--- src/design/ucs_regs.svh ---
// Purpose: Offsets, field positions and reset values of the configuration and security block
// Assumes: Included by the design modules, the flash model and the bench
// Notes: Definitions only
`ifndef UCS_REGS_SVH
`define UCS_REGS_SVH

// ==========================================================
// Register byte addresses
`define UCS_ADDR_W 8
`define UCS_ADDR_CONFIG 8'h00
`define UCS_ADDR_STATUS 8'h04
`define UCS_ADDR_MASK 8'h08
`define UCS_ADDR_SECURITY 8'h0C
`define UCS_ADDR_LASTOP 8'h10

// ==========================================================
// Configuration byte fields
`define UCS_CFG_CLK_MSB 2
`define UCS_CFG_CLK_LSB 0
`define UCS_CFG_RC_DBL 3
`define UCS_CFG_WD_SAFE 4
`define UCS_CFG_BOD 5
`define UCS_CFG_RST_PIN 6
`define UCS_CFG_WD_RST 7
`define UCS_CFG_RESET 8'h63

// ==========================================================
// Sector security fields
`define UCS_NUM_SECT 8
`define UCS_SECT_W 3
`define UCS_SEC_W 3
`define UCS_SEC_CRD 0
`define UCS_SEC_PED 1
`define UCS_SEC_ED 2
`define UCS_SEC_RESET 3'h0
`define UCS_SECT_ADDR_MSB 9
`define UCS_SECT_ADDR_LSB 7
`define UCS_FLASH_ADDR_W 10
`define UCS_INVALID_DATA 8'hFF

// ==========================================================
// Status and mask fields
`define UCS_STAT_W 2
`define UCS_STAT_PEV 0
`define UCS_STAT_CRCV 1
`define UCS_STAT_RESET 2'h0
`define UCS_PIN_IDLE 1'h1

`endif

--- src/design/ucs_pkg.sv ---
// Purpose: Types shared by the configuration and security block
// Assumes: Offsets and fields come from ucs_regs.svh
// Notes: Enumerations only
`default_nettype none
package ucs_pkg;
   // ==========================================================
   // Clock source codes
   typedef enum logic [2:0] {
      CLK_RC = 3'h3,
      CLK_WDOSC = 3'h4,
      CLK_EXT = 3'h7
   } ucs_clk_t;

   // ==========================================================
   // Sequencer operation codes
   typedef enum logic [2:0] {
      OP_PROG = 3'h0,
      OP_PAGE_ERASE = 3'h1,
      OP_SECT_ERASE = 3'h2,
      OP_GLOBAL_ERASE = 3'h3,
      OP_SECT_CRC = 3'h4,
      OP_GLOBAL_CRC = 3'h5,
      OP_PROG_SEC = 3'h6
   } ucs_op_t;

   // ==========================================================
   // Load sequence states, one-hot
   typedef enum logic [1:0] {
      ST_LOAD = 2'b01,
      ST_RUN = 2'b10
   } ucs_state_t;
endpackage : ucs_pkg
`default_nettype wire

--- src/design/ucs_pin_sync.sv ---
// Purpose: Three-stage synchroniser for the shared reset pin
// Assumes: Pin is asynchronous to clk
// Notes: Output follows once the second and third stages agree
`default_nettype none
`include "ucs_regs.svh"
module ucs_pin_sync
   import ucs_pkg::*;
(
   input wire logic clk,
   input wire logic rst,
   input wire logic pinAsync,
   output logic pinLevel
);
   logic stage1;
   logic stage2;
   logic stage3;
   wire agree = (stage2 == stage3);

   // ==========================================================
   // Stage one feeds stage two only
   always_ff @(posedge clk or posedge rst) begin
      if (rst) begin
         stage1 <= `UCS_PIN_IDLE;
         stage2 <= `UCS_PIN_IDLE;
         stage3 <= `UCS_PIN_IDLE;
         pinLevel <= `UCS_PIN_IDLE;
      end else begin
         stage1 <= pinAsync;
         stage2 <= stage1;
         stage3 <= stage2;
         if (agree) begin
            pinLevel <= stage3;
         end
      end
   end
endmodule : ucs_pin_sync
`default_nettype wire

--- src/design/ucs_top.sv ---
// Purpose: User configuration decode and per-sector flash security gate
// Assumes: rst is the power-up reset; flash inputs are stable at its release
// Notes: APB slave with one wait state; outputs are registered
`default_nettype none
`include "ucs_regs.svh"
module ucs_top
   import ucs_pkg::*;
(
   input wire logic clk,
   input wire logic rst,
   // APB slave
   input wire logic psel,
   input wire logic penable,
   input wire logic pwrite,
   input wire logic [`UCS_ADDR_W-1:0] paddr,
   input wire logic [31:0] pwdata,
   output logic [31:0] prdata,
   output logic pready,
   output logic pslverr,
   output logic irq,
   // Stored bytes from the flash array
   input wire logic [7:0] cfgByteIn,
   input wire logic [`UCS_NUM_SECT*`UCS_SEC_W-1:0] secBytesIn,
   // Decoded configuration
   output logic [2:0] clkSource,
   output logic clkSourceValid,
   output logic rcDoubler,
   output logic wdSafetyEn,
   output logic brownoutEn,
   output logic cfgLoaded,
   // Shared reset pin
   input wire logic sharedPinIn,
   output logic pinResetFunc,
   output logic pinResetReq,
   output logic pinGeneralIn,
   // Watchdog
   input wire logic wdTimeout,
   output logic wdResetReq,
   output logic wdIrqReq,
   // Table read path
   input wire logic tableReadReq,
   input wire logic [`UCS_FLASH_ADDR_W-1:0] tableReadAddr,
   input wire logic [7:0] arrayDataIn,
   output logic [7:0] tableReadData,
   output logic tableReadValid,
   // Operation gate for the programming sequencer
   input wire logic opReq,
   input wire logic [2:0] opCode,
   input wire logic [`UCS_SECT_W-1:0] opSector,
   input wire logic opExternal,
   input wire logic [`UCS_SEC_W-1:0] opSecData,
   output logic opGrant,
   output logic opViolation,
   output logic opUnchanged,
   output logic opCrcInvalid
);
   // ==========================================================
   // State and storage
   ucs_state_t state;
   ucs_state_t next_state;
   logic [7:0] cfg;
   logic [`UCS_SEC_W-1:0] secBits [`UCS_NUM_SECT];
   logic [`UCS_NUM_SECT*`UCS_SEC_W-1:0] secFlat;
   logic [`UCS_NUM_SECT-1:0] crdAny;
   logic [`UCS_NUM_SECT-1:0] edAny;
   logic [`UCS_STAT_W-1:0] status;
   logic [`UCS_STAT_W-1:0] mask;
   logic [`UCS_STAT_W-1:0] next_status;
   logic [7:0] lastOp;
   logic pinLevel;

   wire loading = (state == ST_LOAD);
   wire running = (state == ST_RUN);

   // ==========================================================
   // Load sequence
   always_comb begin
      next_state = state;
      unique case (state)
         ST_LOAD: begin
            next_state = ST_RUN;
         end
         ST_RUN: begin
            next_state = ST_RUN;
         end
         default: begin
            next_state = ST_LOAD;
         end
      endcase
   end

   always_ff @(posedge clk or posedge rst) begin
      if (rst) begin
         state <= ST_LOAD;
      end else begin
         state <= next_state;
      end
   end

   // Caught after release, since an async reset may only load constants
   always_ff @(posedge clk or posedge rst) begin
      if (rst) begin
         cfg <= `UCS_CFG_RESET;
      end else if (loading) begin
         cfg <= cfgByteIn;
      end
   end

   // ==========================================================
   // Configuration decode
   wire [2:0] cfgClk = cfg[`UCS_CFG_CLK_MSB:`UCS_CFG_CLK_LSB];
   wire [2:0] loadClk = cfgByteIn[`UCS_CFG_CLK_MSB:`UCS_CFG_CLK_LSB];
   wire loadClkValid = (loadClk == CLK_RC) | (loadClk == CLK_WDOSC) | (loadClk == CLK_EXT);

   assign clkSource = cfgClk;
   assign rcDoubler = cfg[`UCS_CFG_RC_DBL];
   assign wdSafetyEn = cfg[`UCS_CFG_WD_SAFE];
   assign brownoutEn = cfg[`UCS_CFG_BOD];

   always_ff @(posedge clk or posedge rst) begin
      if (rst) begin
         clkSourceValid <= 1'h1;
         cfgLoaded <= 1'h0;
      end else if (loading) begin
         clkSourceValid <= loadClkValid;
         cfgLoaded <= 1'h1;
      end
   end

   // ==========================================================
   // Shared pin and watchdog
   ucs_pin_sync u_pin_sync (
      .clk(clk),
      .rst(rst),
      .pinAsync(sharedPinIn),
      .pinLevel(pinLevel)
   );

   // Pin stays a reset until the stored byte is in
   wire pinIsReset = loading | cfg[`UCS_CFG_RST_PIN];

   always_ff @(posedge clk or posedge rst) begin
      if (rst) begin
         pinResetFunc <= 1'h1;
         pinResetReq <= 1'h0;
         pinGeneralIn <= 1'h0;
         wdResetReq <= 1'h0;
         wdIrqReq <= 1'h0;
      end else begin
         pinResetFunc <= pinIsReset;
         pinResetReq <= pinIsReset & ~pinLevel;
         pinGeneralIn <= ~pinIsReset & pinLevel;
         wdResetReq <= wdTimeout & cfg[`UCS_CFG_WD_RST];
         wdIrqReq <= wdTimeout;
      end
   end

   // ==========================================================
   // Security checks, evaluated before any grant
   wire [`UCS_SEC_W-1:0] opSec = secBits[opSector];
   wire opIsProgram = (opCode == OP_PROG) | (opCode == OP_PAGE_ERASE);
   wire opIsSectErase = (opCode == OP_SECT_ERASE);
   wire opIsGlobalErase = (opCode == OP_GLOBAL_ERASE);
   wire opIsSectCrc = (opCode == OP_SECT_CRC);
   wire opIsGlobalCrc = (opCode == OP_GLOBAL_CRC);
   wire opIsProgSec = (opCode == OP_PROG_SEC);
   wire opKnown = opIsProgram | opIsSectErase | opIsGlobalErase | opIsSectCrc
      | opIsGlobalCrc | opIsProgSec;
   // Reserved opcode 7 gets neither grant nor refusal, so the sequencer must not use it
   wire opTaken = running & opReq & opKnown;

   // Code-read bit is absent from every program and erase term
   wire progViol = opIsProgram & (opSec[`UCS_SEC_PED] | opSec[`UCS_SEC_ED]);
   wire sectEraseViol = opIsSectErase & opSec[`UCS_SEC_ED];
   wire globalEraseViol = opIsGlobalErase & ~opExternal & (|edAny);
   wire crcViol = (opIsSectCrc & opSec[`UCS_SEC_CRD]) | (opIsGlobalCrc & (|crdAny));
   wire peViol = progViol | sectEraseViol | globalEraseViol;
   wire anyViol = peViol | crcViol;
   wire grantNow = opTaken & ~anyViol;

   // ==========================================================
   // Per-sector protection fields
   genvar g;
   generate
      for (g = 0; g < `UCS_NUM_SECT; g = g + 1) begin : g_sect
         wire hit = (opSector == `UCS_SECT_W'(g));
         wire clearSect = grantNow & ((opIsSectErase & hit) | opIsGlobalErase);
         wire setSect = grantNow & opIsProgSec & hit;
         always_ff @(posedge clk or posedge rst) begin
            if (rst) begin
               secBits[g] <= `UCS_SEC_RESET;
            end else if (loading) begin
               secBits[g] <= secBytesIn[g*`UCS_SEC_W +: `UCS_SEC_W];
            end else if (clearSect) begin
               secBits[g] <= `UCS_SEC_RESET;
            end else if (setSect) begin
               secBits[g] <= secBits[g] | opSecData;
            end
         end
         assign secFlat[g*`UCS_SEC_W +: `UCS_SEC_W] = secBits[g];
         assign crdAny[g] = secBits[g][`UCS_SEC_CRD];
         assign edAny[g] = secBits[g][`UCS_SEC_ED];
      end
   endgenerate

   // ==========================================================
   // Operation answer, one cycle after the request
   always_ff @(posedge clk or posedge rst) begin
      if (rst) begin
         opGrant <= 1'h0;
         opViolation <= 1'h0;
         opUnchanged <= 1'h0;
         opCrcInvalid <= 1'h0;
      end else begin
         opGrant <= grantNow;
         opViolation <= opTaken & anyViol;
         opUnchanged <= opTaken & anyViol;
         opCrcInvalid <= opTaken & crcViol;
      end
   end

   // Kept for software, which cannot see the pulsed answer
   wire [7:0] lastOpNext = {opSector, opCode, crcViol, peViol};

   always_ff @(posedge clk or posedge rst) begin
      if (rst) begin
         lastOp <= 8'h00;
      end else if (opTaken) begin
         lastOp <= lastOpNext;
      end
   end

   // ==========================================================
   // Table read path
   wire [`UCS_SECT_W-1:0] readSect = tableReadAddr[`UCS_SECT_ADDR_MSB:`UCS_SECT_ADDR_LSB];
   wire readBlocked = secBits[readSect][`UCS_SEC_CRD];
   wire [7:0] readValue = readBlocked ? `UCS_INVALID_DATA : arrayDataIn;

   always_ff @(posedge clk or posedge rst) begin
      if (rst) begin
         tableReadData <= 8'h00;
         tableReadValid <= 1'h0;
      end else begin
         tableReadValid <= tableReadReq & running;
         if (tableReadReq & running) begin
            tableReadData <= readValue;
         end
      end
   end

   // ==========================================================
   // APB decode
   wire apbAccess = psel & penable;
   wire apbDone = apbAccess & pready;
   wire apbWrite = apbDone & pwrite;
   wire apbFirst = apbAccess & ~pready;
   wire hitConfig = (paddr == `UCS_ADDR_CONFIG);
   wire hitStatus = (paddr == `UCS_ADDR_STATUS);
   wire hitMask = (paddr == `UCS_ADDR_MASK);
   wire hitSecurity = (paddr == `UCS_ADDR_SECURITY);
   wire hitLastOp = (paddr == `UCS_ADDR_LASTOP);
   wire addrHit = hitConfig | hitStatus | hitMask | hitSecurity | hitLastOp;
   // Configuration and security words are read only from the bus
   wire [31:0] cfgWord = {24'h000000, cfg};
   wire [31:0] statusWord = {30'h0, status};
   wire [31:0] maskWord = {30'h0, mask};
   wire [31:0] secWord = {8'h00, secFlat};
   wire [31:0] lastOpWord = {24'h000000, lastOp};
   wire [31:0] readMux =
      hitConfig ? cfgWord :
      hitStatus ? statusWord :
      hitMask ? maskWord :
      hitSecurity ? secWord :
      hitLastOp ? lastOpWord :
      32'h00000000;
   wire [`UCS_STAT_W-1:0] w1c = (apbWrite & hitStatus) ? pwdata[`UCS_STAT_W-1:0]
      : `UCS_STAT_RESET;
   wire [`UCS_STAT_W-1:0] events = {opTaken & crcViol, opTaken & peViol};

   // Set beats clear when both land together
   always_comb begin
      next_status = (status & ~w1c) | events;
   end

   always_ff @(posedge clk or posedge rst) begin
      if (rst) begin
         pready <= 1'h0;
         pslverr <= 1'h0;
         prdata <= 32'h00000000;
      end else begin
         pready <= apbFirst;
         pslverr <= apbFirst & ~addrHit;
         if (apbFirst) begin
            prdata <= pwrite ? 32'h00000000 : readMux;
         end
      end
   end

   always_ff @(posedge clk or posedge rst) begin
      if (rst) begin
         status <= `UCS_STAT_RESET;
      end else begin
         status <= next_status;
      end
   end

   always_ff @(posedge clk or posedge rst) begin
      if (rst) begin
         mask <= `UCS_STAT_RESET;
      end else if (apbWrite & hitMask) begin
         mask <= pwdata[`UCS_STAT_W-1:0];
      end
   end

   // ==========================================================
   // Interrupt, registered so it trails the status bit by a cycle
   wire irqNext = |(status & mask);

   always_ff @(posedge clk or posedge rst) begin
      if (rst) begin
         irq <= 1'h0;
      end else begin
         irq <= irqNext;
      end
   end
endmodule : ucs_top
`default_nettype wire

--- config.mk ---
export PLATFORM = sky130hd
export DESIGN_NAME = ucs_top
export DESIGN_NICKNAME = d
export VERILOG_FILES = /design/src/design/ucs_pkg.sv /design/src/design/ucs_pin_sync.sv /design/src/design/ucs_top.sv
export VERILOG_INCLUDE_DIRS = /design/src /design/src/design
export SDC_FILE = /design/constraint.sdc
export NUM_CORES = 1
export LEC_CHECK = 0
export ABC_AREA = 0
export BUFFER_PORTS_ARGS = -buffer_cell sky130_fd_sc_hd__buf_4
export CELL_PAD_IN_SITES_DETAIL_PLACEMENT = 0
export CELL_PAD_IN_SITES_GLOBAL_PLACEMENT = 1
export CORE_MARGIN = 5
export CORE_UTILIZATION = 25
export DETAILED_ROUTE_END_ITERATION = 8
export PLACE_DENSITY = 0.64
export SLEW_MARGIN = 20
export SYNTH_ARGS = -nofsm -noshare
export SYNTH_HDL_FRONTEND = slang
export SYNTH_SLANG_ARGS = --single-unit
--- constraint.sdc ---
create_clock -name clk -period 7.9 [get_ports clk]
set_clock_uncertainty 0.15 [all_clocks]
set_input_delay 0.79 -clock clk [delete_from_list [all_inputs] [get_ports clk]]
set_output_delay 0.79 -clock clk [all_outputs]
set_load 0.005 [all_outputs]
==> summary.txt, run 1 <==
Placed design
  • HPWL Detailed: 10,900 um
  • Area after DPL: approximately 5700 sq um
  • Cell total after placement: 760
  • Gpl congestion: 0.828
  • Port-buffer cells: 124

Worst setup path
  • Path depth of the worst reg2reg path: 5
  • Largest stage delay on the critical path: 0.69 ns
  • Worst path required time: 7.98 ns
  • Flop2flop setup slack: 5.25 ns
  • Reg2reg start: edAny[7]$_DFFE_PP0P_
  • Worst path slowest cell: nor4_2
  • Crit path DAT: roughly 2.7 ns
  • Crit path launch type: flop
  • Worst-path cell chain: nor4_1 > a21oi_1 > nor4_2 > o22ai_1 > a2111oi_2
  • R2r endpoint: edAny[5]$_DFFE_PP0P_
  • Crit path kind: reg2reg
  • Critical path fanouts, max: 9
  • Setup crit end kind: flop

GRT
  • Initial antenna violation count: 0
  • Total gr overflow: 0
  • All-layer global routing usage: 13.9%
  • Largest net degree at the start of global routing: 77
  • First-pass GRT wire length: 23,500 um
  • Vias in the first global route: 4,148

Timing
  • Fin. Hold Viols: 0
  • Final Slew Violations: 0
  • Setup TNS: 0 ns
  • Rel. slew slack: 32.2%
  • Peak Freq: ~380 MHz
  • Actual slew at the worst max-slew pin: roughly 1.0 ns
  • Final Critical Period: around 2.7 ns
  • Tcrit/Tclk final: 33.6%
  • RSZ-0062 raised after global routing: false
  • Final setup violation count: 0

CTS
  • H-tree depth: 3
  • Root Buffer: clkbuf_16
  • CTS Sinks: 96
  • CTS Buffer Depth: 2
  • CTS tree: done
  • Post-CTS sizing: 0
  • Setup Buffers After CTS: 0
  • CTS Hold Bufs: 0
  • Worst-path clk slew: ~0.060 ns
  • Clock latency reported for the late side of the worst-skew pair: 0.35 ns
  • CTS buffer count: 9

Power
  • P_leak: between 0.002 and 0.003 uW
  • P per Cell Area: 187 nW/um^2
  • Worst IR drop on VDD: 0.101 mV

Detailed routing
  • Drt initial violations: 303
  • DRC: 0
  • Average vias per placed instance: 5.02
  • Avg WL per Cell: ~19 um
  • Vias post-DR: a little under 4,000
  • First-pass DRT Iterations: 7
  • Post-DRT Antenna Nets: 0
  • Routed wire length: approximately 15,000 um

Finish
  • Final nets: ~650
  • # diodes: 0
  • Non-filler cells, final: 776
  • Area growth from synthesis to layout: 29.3%
  • Layout cell share with drive strength beyond 1: 35.8%
  • Design area: 6050 sq um

Floorplan
  • Die Ht: 147 um
  • Initial Utilization: about a quarter
  • Placeable Area: 18,600 sq um
  • Io pins: 170
  • Die W: 147 um
  • DIE AREA: ~22,000 sq um
  • Row count: 50

Outcome
  • Run status: complete, no violations

Hold path
  • HP Start: u_pin_sync.stage1$_DFF_PP1_
  • Worst hold path endpoint: u_pin_sync.stage2$_DFF_PP1_
  • Worst hold path depth: 0
  • Hold Crit Class: reg2reg

Logic synthesis
  • Flops & latches, synth: 96
  • Asr flop ratio synth: 100%
  • Sequential cell area fraction in the yosys report: 51.6%
  • Cell area after synthesis: ~4700 sq um
  • Synth cell types: 58
  • Post-synth EDFFs: 0
  • Primary FF master, synth: dfrtp_1
  • Main area contributors after synthesis: dfrtp_1 (45%), dfstp_2 (6.2%), mux2_2 (4.3%)
  • Synth warnings: 0
  • Post-synth top area share: 45.5%
  • Post-synth top area cell: dfrtp_1
  • Gate count of the mapped netlist: 432
  • Post-Syn Area per Cell: 10.8 sq um

Job
  • Maxcap violations: 0
synthesized netlist by cell type (8+ instances only):
cell       n
mux2_2    18
inv_1     12
a211oi_1  14
o22ai_1    8
clkbuf_1  19
nand2_1   23
a21oi_1   17
o21ai_0   21
dfstp_2   11
nor2_1    46
dfrtp_1   85
or3_1     13
a22o_1    17
nor3_1    11
o22a_1     9
buf_4     13
critical path: cells and delay by family (launching register included):
kind / cells / cell delay [ns]
compound gates: 3 / 0.94
flops: 1 / 0.44
simple gates: 2 / 1.01
layer usage:
metal / global-route usage, % / up-vias / share of wire (%)
met5: 0 / - / 0
met4: 4.09 / 0 / 1.3
met3: 3.30 / 13 / 6.7
met2: 22.0 / 132 / 47
met1: 18.8 / 1955 / 45
li1: - / 1798 / -
per-stage QoR:
| step | hold WS (ns) | util, % | power (uW) | setup slack, ns |
|---|---|---|---|---|
| global placement | 0.198 | 30.9 | 691 | 4.67 |
| global route | 0.219 | 32.6 | 1190 | 4.99 |
| CTS | 0.210 | 32.5 | 1150 | 5.21 |
| finish | 0.208 | 32.6 | 1130 | 5.25 |
| floorplan | 0.195 | - | 623 | 4.47 |
| detailed placement | 0.200 | 30.9 | 696 | 4.93 |
worst max-delay path by stage:
stage                              start                      to  slack, ns  cells after the start
detailed placement              paddr[5]   prdata[6]$_DFFE_PP0P_       4.93                      5
floorplan                            rst   cfgLoaded$_DFFE_PP0P_       4.47                      1
global placement                    psel  prdata[10]$_DFFE_PP0P_       4.67                      6
CTS                 edAny[7]$_DFFE_PP0P_    edAny[5]$_DFFE_PP0P_       5.21                      5
global route          state[0]$_DFF_PP1_    edAny[5]$_DFFE_PP0P_       4.99                      6
finish              edAny[7]$_DFFE_PP0P_    edAny[5]$_DFFE_PP0P_       5.25                      5
power by group:
| part | internal [uW] | switching (uW) | leakage (uW) |
|---|---|---|---|
| Sequential | 520 | 26.7 | 0.00121 |
| Clock | 262 | 186 | 0.000150 |
| Combinational | 71.3 | 67.2 | 0.00137 |
flip-flops by register name, summed over array words and instances, names as in the netlist, 2 cells and up:
signal         flops
mask               2
lastOp             8
edAny              8
crdAny             8
prdata            24
cfg                8
status             2
state              2
secBits            8
tableReadData      8
cell type report:
| type | count | area, sq um |
|---|---|---|
| Tap cell | 234 | 293 |
| Timing Repair Buffer | 128 | 968 |
| Sequential cell | 96 | 2420 |
| Multi-Input combinational cell | 290 | 2020 |
| Clock inverter | 3 | 40.0 |
| Inverter | 12 | 47.5 |
| Clock buffer | 13 | 260 |
| Fill cell | 1912 | 12500 |
logic make-up after synthesis:
family	after synthesis	synth area share (%)
simple gates	123	13.5
compound gates	127	20.1
flops	96	51.6
mux	29	8.29
fa+ha+maj	3	0.749
buf+inv	53	5.72
other cells	1	0.0802
layout by cell type (no fill, tap or decap), types with 13 or more instances in the layout:
master / count
buf_4: 126
or3_1: 13
a211oi_1: 14
o21ai_0: 21
nor2_1: 46
dfrtp_1: 85
nand2_1: 23
mux2_2: 18
a22o_1: 17
a21oi_1: 17
No activity file was read; power rests on OpenSTA's default activity.
==> run 2: changes to the inputs <==
==> constraint.sdc (replaced) <==
create_clock -name clk -period 2.5 [get_ports clk]
set_clock_uncertainty 0.15 [all_clocks]
set_input_delay 0.25 -clock clk [delete_from_list [all_inputs] [get_ports clk]]
set_output_delay 0.25 -clock clk [all_outputs]
set_load 0.005 [all_outputs]
==> run 2 against run 1 <==
  * Die area unchanged
  * Hold slack worse by 0.18 ns
  * First-iteration DRC count down 5.6%
  * Setup slack worse by 5.0 ns
  * Sequential power rose to 3.1 times the previous value
  * Power rose to 3.2 times the previous value
  * Clock-buffer cell count down 2
==> summary.txt, run 2 (synthesized netlist as in run 1, its figures left out) <==
Detailed routing
  • Average vias per placed instance: 4.93
  • First-pass DRT Iterations: 7
  • Post-DRT Antenna Nets: 0
  • Routed wire length: 15,500 um
  • Avg WL per Cell: 19.0 um
  • Drt initial violations: around 290
  • DRC: 0
  • Vias post-DR: 4,019

Power
  • Worst IR drop on VDD: 0.265 mV
  • P_leak: 0.00290 uW
  • Internal: around 2700 uW
  • P per Cell Area: 569 nW/um^2
  • Comb pwr share: 13.4%
  • Tot Pwr: 3650 uW
  • Switching pwr: around 940 uW
  • Sw frac: 25.6%
  • Sequential share of power: 47.1%
  • Power share of the clock group: 39.5%

Timing
  • Peak Freq: 435 MHz
  • Final Slew Violations: 0
  • Fin. Hold Viols: 0
  • Setup TNS: 0 ns
  • Rel. slew slack: 61.9%
  • Final Critical Period: 2.30 ns
  • Tcrit/Tclk final: 91.9%
  • Actual slew at the worst max-slew pin: 0.569 ns
  • RSZ-0062 raised after global routing: false
  • Final setup violation count: 0

Worst setup path
  • Crit path kind: reg2reg
  • Crit path launch: edAny[5]$_DFFE_PP0P_
  • Worst path required time: 2.58 ns
  • Reg2reg start: edAny[5]$_DFFE_PP0P_
  • Crit path DAT: 2.38 ns
  • Critical path fanouts, max: 12
  • Crit path launch type: flop
  • Setup crit end kind: flop

GRT
  • All-layer global routing usage: roughly 14%
  • Vias in the first global route: 4,185
  • Largest net degree at the start of global routing: 78
  • Total gr overflow: 0
  • Initial antenna violation count: 0
  • First-pass GRT wire length: 23,900 um

Finish
  • Layout cell share with drive strength beyond 1: 36.3%
  • Finished Core Util: 34.5%
  • Most frequent cells in the layout: buf_4 (142), dfrtp_1 (85), nor2_1 (46), dlygate4sd3_1 (24), nand2_1 (23)
  • Final nets: 687
  • Area growth from synthesis to layout: 37.2%
  • Most common cell after layout, fill and taps aside: buf_4
  • # diodes: 0
  • Reg with most FFs: prdata
  • Max reg flops: 24

CTS
  • Clock latency reported for the late side of the worst-skew pair: 0.35 ns
  • CTS tree: done
  • H-tree depth: 3
  • CTS Buffer Depth: 2
  • CTS Sinks: 96
  • Worst-path clk slew: 0.07 ns
  • Setup Buffers After CTS: 0
  • Root Buffer: clkbuf_16
  • CTS buffer count: 9

Placed design
  • Gpl congestion: 0.841
  • HPWL Detailed: about 11,000 um
  • Port-buffer cells: 124

Floorplan
  • Row count: 50
  • Die Ht: 147 um
  • Initial Utilization: around a quarter
  • Io pins: 170
  • DIE AREA: 21,500 sq um
  • Placeable Area: between 15,000 and 20,000 sq um
  • Die W: 147 um

Hold path
  • Hold Crit Class: in2reg
  • HP Start: opReq

Job
  • Maxcap violations: 0

Outcome
  • Run status: complete, no violations
[run 2: cell types whose count changed in the layout (fill, tap and decap cells not counted), moves of 2 or more]
cell and change:
buf_6 -2, clkinvlp_4 +2, clkinv_2 -2, clkinv_4 +2
buf_4 +16, dlygate4sd3_1 +24
[run 2: stage by stage]
step	hold WS (ns)	setup slack (ns)	cells	cell area, sq um
2_1_floorplan	0.104	0.384	439	4710
3_3_place_gp	0.136	0.215	775	5870
3_5_place_dp	0.152	0.188	775	5870
4_1_cts	0.0180	0.177	815	6410
5_1_grt	0.0253	0.000742	815	6420
6_report	0.0311	0.201	815	6420
[run 2: layout make-up]
class / instances / area [sq um]
Timing Repair Buffer: 167 / 1330
Sequential cell: 96 / 2420
Clock buffer: 11 / 243
Multi-Input combinational cell: 290 / 2030
Clock inverter: 5 / 63.8
Inverter: 12 / 48.8
Fill cell: 1868 / 12200
Tap cell: 234 / 293
[run 2: repair_timing]
item,in CTS,in global routing
setup endpoints to repair,0,3
hold buffers,24,0
resized for setup,0,1
endpoints found under the hold margin,37,0
[run 2: power by group through the flow]
stage / clock network, uW / logic (uW) / registers (uW)
finish: 1440 / 490 / 1720
global route: 1560 / 541 / 1730
CTS: 1490 / 496 / 1720
detailed placement: 0 / 464 / 1750
global placement: 0 / 455 / 1750
floorplan: 0 / 247 / 1720
[run 2: path summary, 6_finish.rpt]
path	end	slack [ns]	cells after the start
worst max register to register	edAny[5]$_DFFE_PP0P_	0.20	6
worst min register to register	u_pin_sync.stage2$_DFF_PP1_	0.21	0
min in group asynchronous	tableReadData[4]$_DFFE_PP0P_	0.34	3
worst max-delay path	edAny[5]$_DFFE_PP0P_	0.20	6
max in group asynchronous	state[0]$_DFF_PP1_	1.10	4
worst min-delay path	lastOp[4]$_DFFE_PP0P_	0.03	3
[run 2: worst max-delay path, cell delays in order, from the launching register on]
cell and delay, ns:
dfrtp_1 0.43, nor4_1 0.32, a21oi_1 0.18, a21oi_1 0.25
and2_4 0.26, o22ai_1 0.19, a2111oi_2 0.39
[run 2: layer usage]
layer / GRT usage (%) / vias up / part of all wire, %
met5: 0 / - / 0
met4: 4.33 / 0 / 1.4
met3: 3.67 / 13 / 5.4
met2: 22.4 / 122 / 48
met1: 19.3 / 2008 / 46
li1: - / 1876 / -
==> run 3: changes to the inputs <==
--- a/config.mk
+++ b/config.mk
@@ -10,7 +10,7 @@
 export BUFFER_PORTS_ARGS = -buffer_cell sky130_fd_sc_hd__buf_4
 export CELL_PAD_IN_SITES_DETAIL_PLACEMENT = 0
 export CELL_PAD_IN_SITES_GLOBAL_PLACEMENT = 1
-export CORE_MARGIN = 5
+export CORE_MARGIN = 2
 export CORE_UTILIZATION = 25
 export DETAILED_ROUTE_END_ITERATION = 8
 export PLACE_DENSITY = 0.64
==> run 3 against run 2 <==
  * Flip-flop and latch count is the same
  * Hold slack hardly changed
  * Via count fell by 0.62%
  * Sequential share of layout area rose by 0.11 points
  * Clock-buffer cell count is 1 lower
  * Sequential power hardly changed
  * Combinational power is 3% lower
  * Final cell count is 0.12% lower
==> summary.txt, run 3 (synthesized netlist as in run 1, its figures left out) <==
Placed design
  • Cell total after placement: 774
  • Port-buffer cells: between 100 and 150
  • Area after DPL: between 5000 and 6000 sq um
  • HPWL Detailed: 11,200 um
  • Gpl congestion: 0.883

Timing
  • Setup TNS: 0 ns
  • RSZ-0062 raised after global routing: false
  • Tcrit/Tclk final: 91.3%
  • Final Slew Violations: 0
  • Rel. slew slack: 60.7%
  • Peak Freq: 438 MHz
  • Final Critical Period: 2.28 ns
  • Final setup violation count: 0
  • Actual slew at the worst max-slew pin: about 0.59 ns
  • Fin. Hold Viols: 0

Worst setup path
  • Reg2reg start: state[0]$_DFF_PP1_
  • Crit path launch type: flop
  • Setup crit end kind: flop
  • R2r endpoint: edAny[7]$_DFFE_PP0P_
  • Worst path slowest cell: and3_1
  • Worst path required time: between 2 and 3 ns
  • Crit path kind: reg2reg
  • Crit path DAT: 2.37 ns
  • Delay-heaviest family, CP: simple AND/OR/NAND/NOR gates
  • Flop2flop setup slack: approximately 0.22 ns
  • Path depth of the worst reg2reg path: 7
  • CP Buf/Inv Count: 1
  • Worst-path cell chain: inv_1 > ha_1 > nand2_1 > nor2_1 > and3_1 > o22ai_1 > a2111oi_2
  • Largest stage delay on the critical path: roughly 0.5 ns
  • Critical path fanouts, max: 11

Floorplan
  • Initial Utilization: 25.3%
  • Placeable Area: about 19,000 sq um
  • DIE AREA: 19,800 sq um
  • Row count: 50
  • Die W: 141 um
  • Die Ht: between 100 and 150 um
  • Io pins: 170

Power
  • Worst IR drop on VDD: 0.348 mV
  • P per Cell Area: 566 nW/um^2
  • Tot Pwr: 3620 uW
  • P_leak: around 0.0029 uW

CTS
  • CTS Buffer Depth: 2
  • Setup Buffers After CTS: 0
  • CTS buffer count: 9
  • CTS tree: done
  • Root Buffer: clkbuf_16
  • Worst-path clk slew: 0.07 ns
  • Clock latency reported for the late side of the worst-skew pair: 0.36 ns
  • H-tree depth: 3
  • CTS Sinks: 96

GRT
  • All-layer global routing usage: 15.3%
  • Largest net degree at the start of global routing: 39
  • Initial antenna violation count: 0
  • Vias in the first global route: 4,172
  • Total gr overflow: 0
  • First-pass GRT wire length: roughly 23,000 um

Finish
  • Area growth from synthesis to layout: 36.8%
  • Fill cells: about 1,900
  • Layout cell share with drive strength beyond 1: 36.2%
  • Design area: 6400 sq um
  • Final nets: between 600 and 700
  • Most common cell after layout, fill and taps aside: buf_4
  • Reg with most FFs: prdata
  • # diodes: 0
  • Max reg flops: 24
  • Most frequent cells in the layout: buf_4 (141), dfrtp_1 (85), nor2_1 (46), dlygate4sd3_1 (24), nand2_1 (23)
  • Non-filler cells, final: about 800

Detailed routing
  • Drt initial violations: 245
  • DRC: 0
  • Vias post-DR: between 3,000 and 4,000
  • Post-DRT Antenna Nets: 0
  • Routed wire length: 14,900 um
  • Average vias per placed instance: 4.91
  • First-pass DRT Iterations: 5
  • Avg WL per Cell: 18.4 um

Outcome
  • Run status: complete, no violations

Hold path
  • Hold Crit Class: in2reg
  • Worst hold path depth: 3
  • HP Start: opReq
  • Worst hold path endpoint: lastOp[4]$_DFFE_PP0P_

Job
  • Maxcap violations: 0
[run 3: where the power goes]
group / switching, uW / internal [uW] / total [uW]
clock network: 638 / 782 / 1420
registers: 82.6 / 1640 / 1730
logic: 220 / 257 / 477
[run 3: how the worst max path moves through the flow]
stage | cells after the start | slack, ns | startpoint | endpoint
after floorplan | 6 | 0.38 | state[0]$_DFF_PP1_ | edAny[3]$_DFFE_PP0P_
final | 7 | 0.22 | state[0]$_DFF_PP1_ | edAny[7]$_DFFE_PP0P_
after global placement | 6 | 0.24 | edAny[2]$_DFFE_PP0P_ | edAny[6]$_DFFE_PP0P_
after detailed placement | 6 | 0.17 | edAny[6]$_DFFE_PP0P_ | edAny[6]$_DFFE_PP0P_
after global routing | 7 | 0.06 | state[0]$_DFF_PP1_ | edAny[3]$_DFFE_PP0P_
after CTS | 6 | 0.17 | edAny[6]$_DFFE_PP0P_ | edAny[6]$_DFFE_PP0P_
[run 3: area by class of cell]
cell class / count / area, sq um / share of cell area, %
tap: 234 / 293 / 4.57
sequential: 96 / 2420 / 37.8
clock buffer: 10 / 229 / 3.58
timing repair buffer: 166 / 1320 / 20.6
inverter: 12 / 48.8 / 0.762
clock inverter: 6 / 67.6 / 1.06
multi-input combinational: 290 / 2030 / 31.7
[run 3: through the flow]
step                worst slack [ns]  hold slack, ns  utilization [%]
global route                  0.0603          0.0533             34.6
finish                         0.219          0.0312             34.6
CTS                            0.166          0.0246             34.5
detailed placement             0.170           0.102             31.6
global placement               0.242          0.0961             31.6
floorplan                      0.384           0.104                -
[run 3: metal layers]
layer  track usage (%)  routed length (um)  vias up
met2              23.2                6790      127
met3              3.16                 814       21
li1                  -                   -     1883
met5                 0                   0        -
met4              6.16                 354        0
met1              21.4                6980     1963
[run 3: timing repair]
item	in CTS	in global routing
gates resized for setup	0	1
endpoints found under the setup margin	0	3
hold endpoints to repair	35	0
hold buffers	24	0
[run 3: tightest hold or removal path, delay by kind of cell]
kind | cells | cell delay, ns
compound gates | 1 | 0.07
buf+inv | 1 | 0.09
simple gates | 1 | 0.08
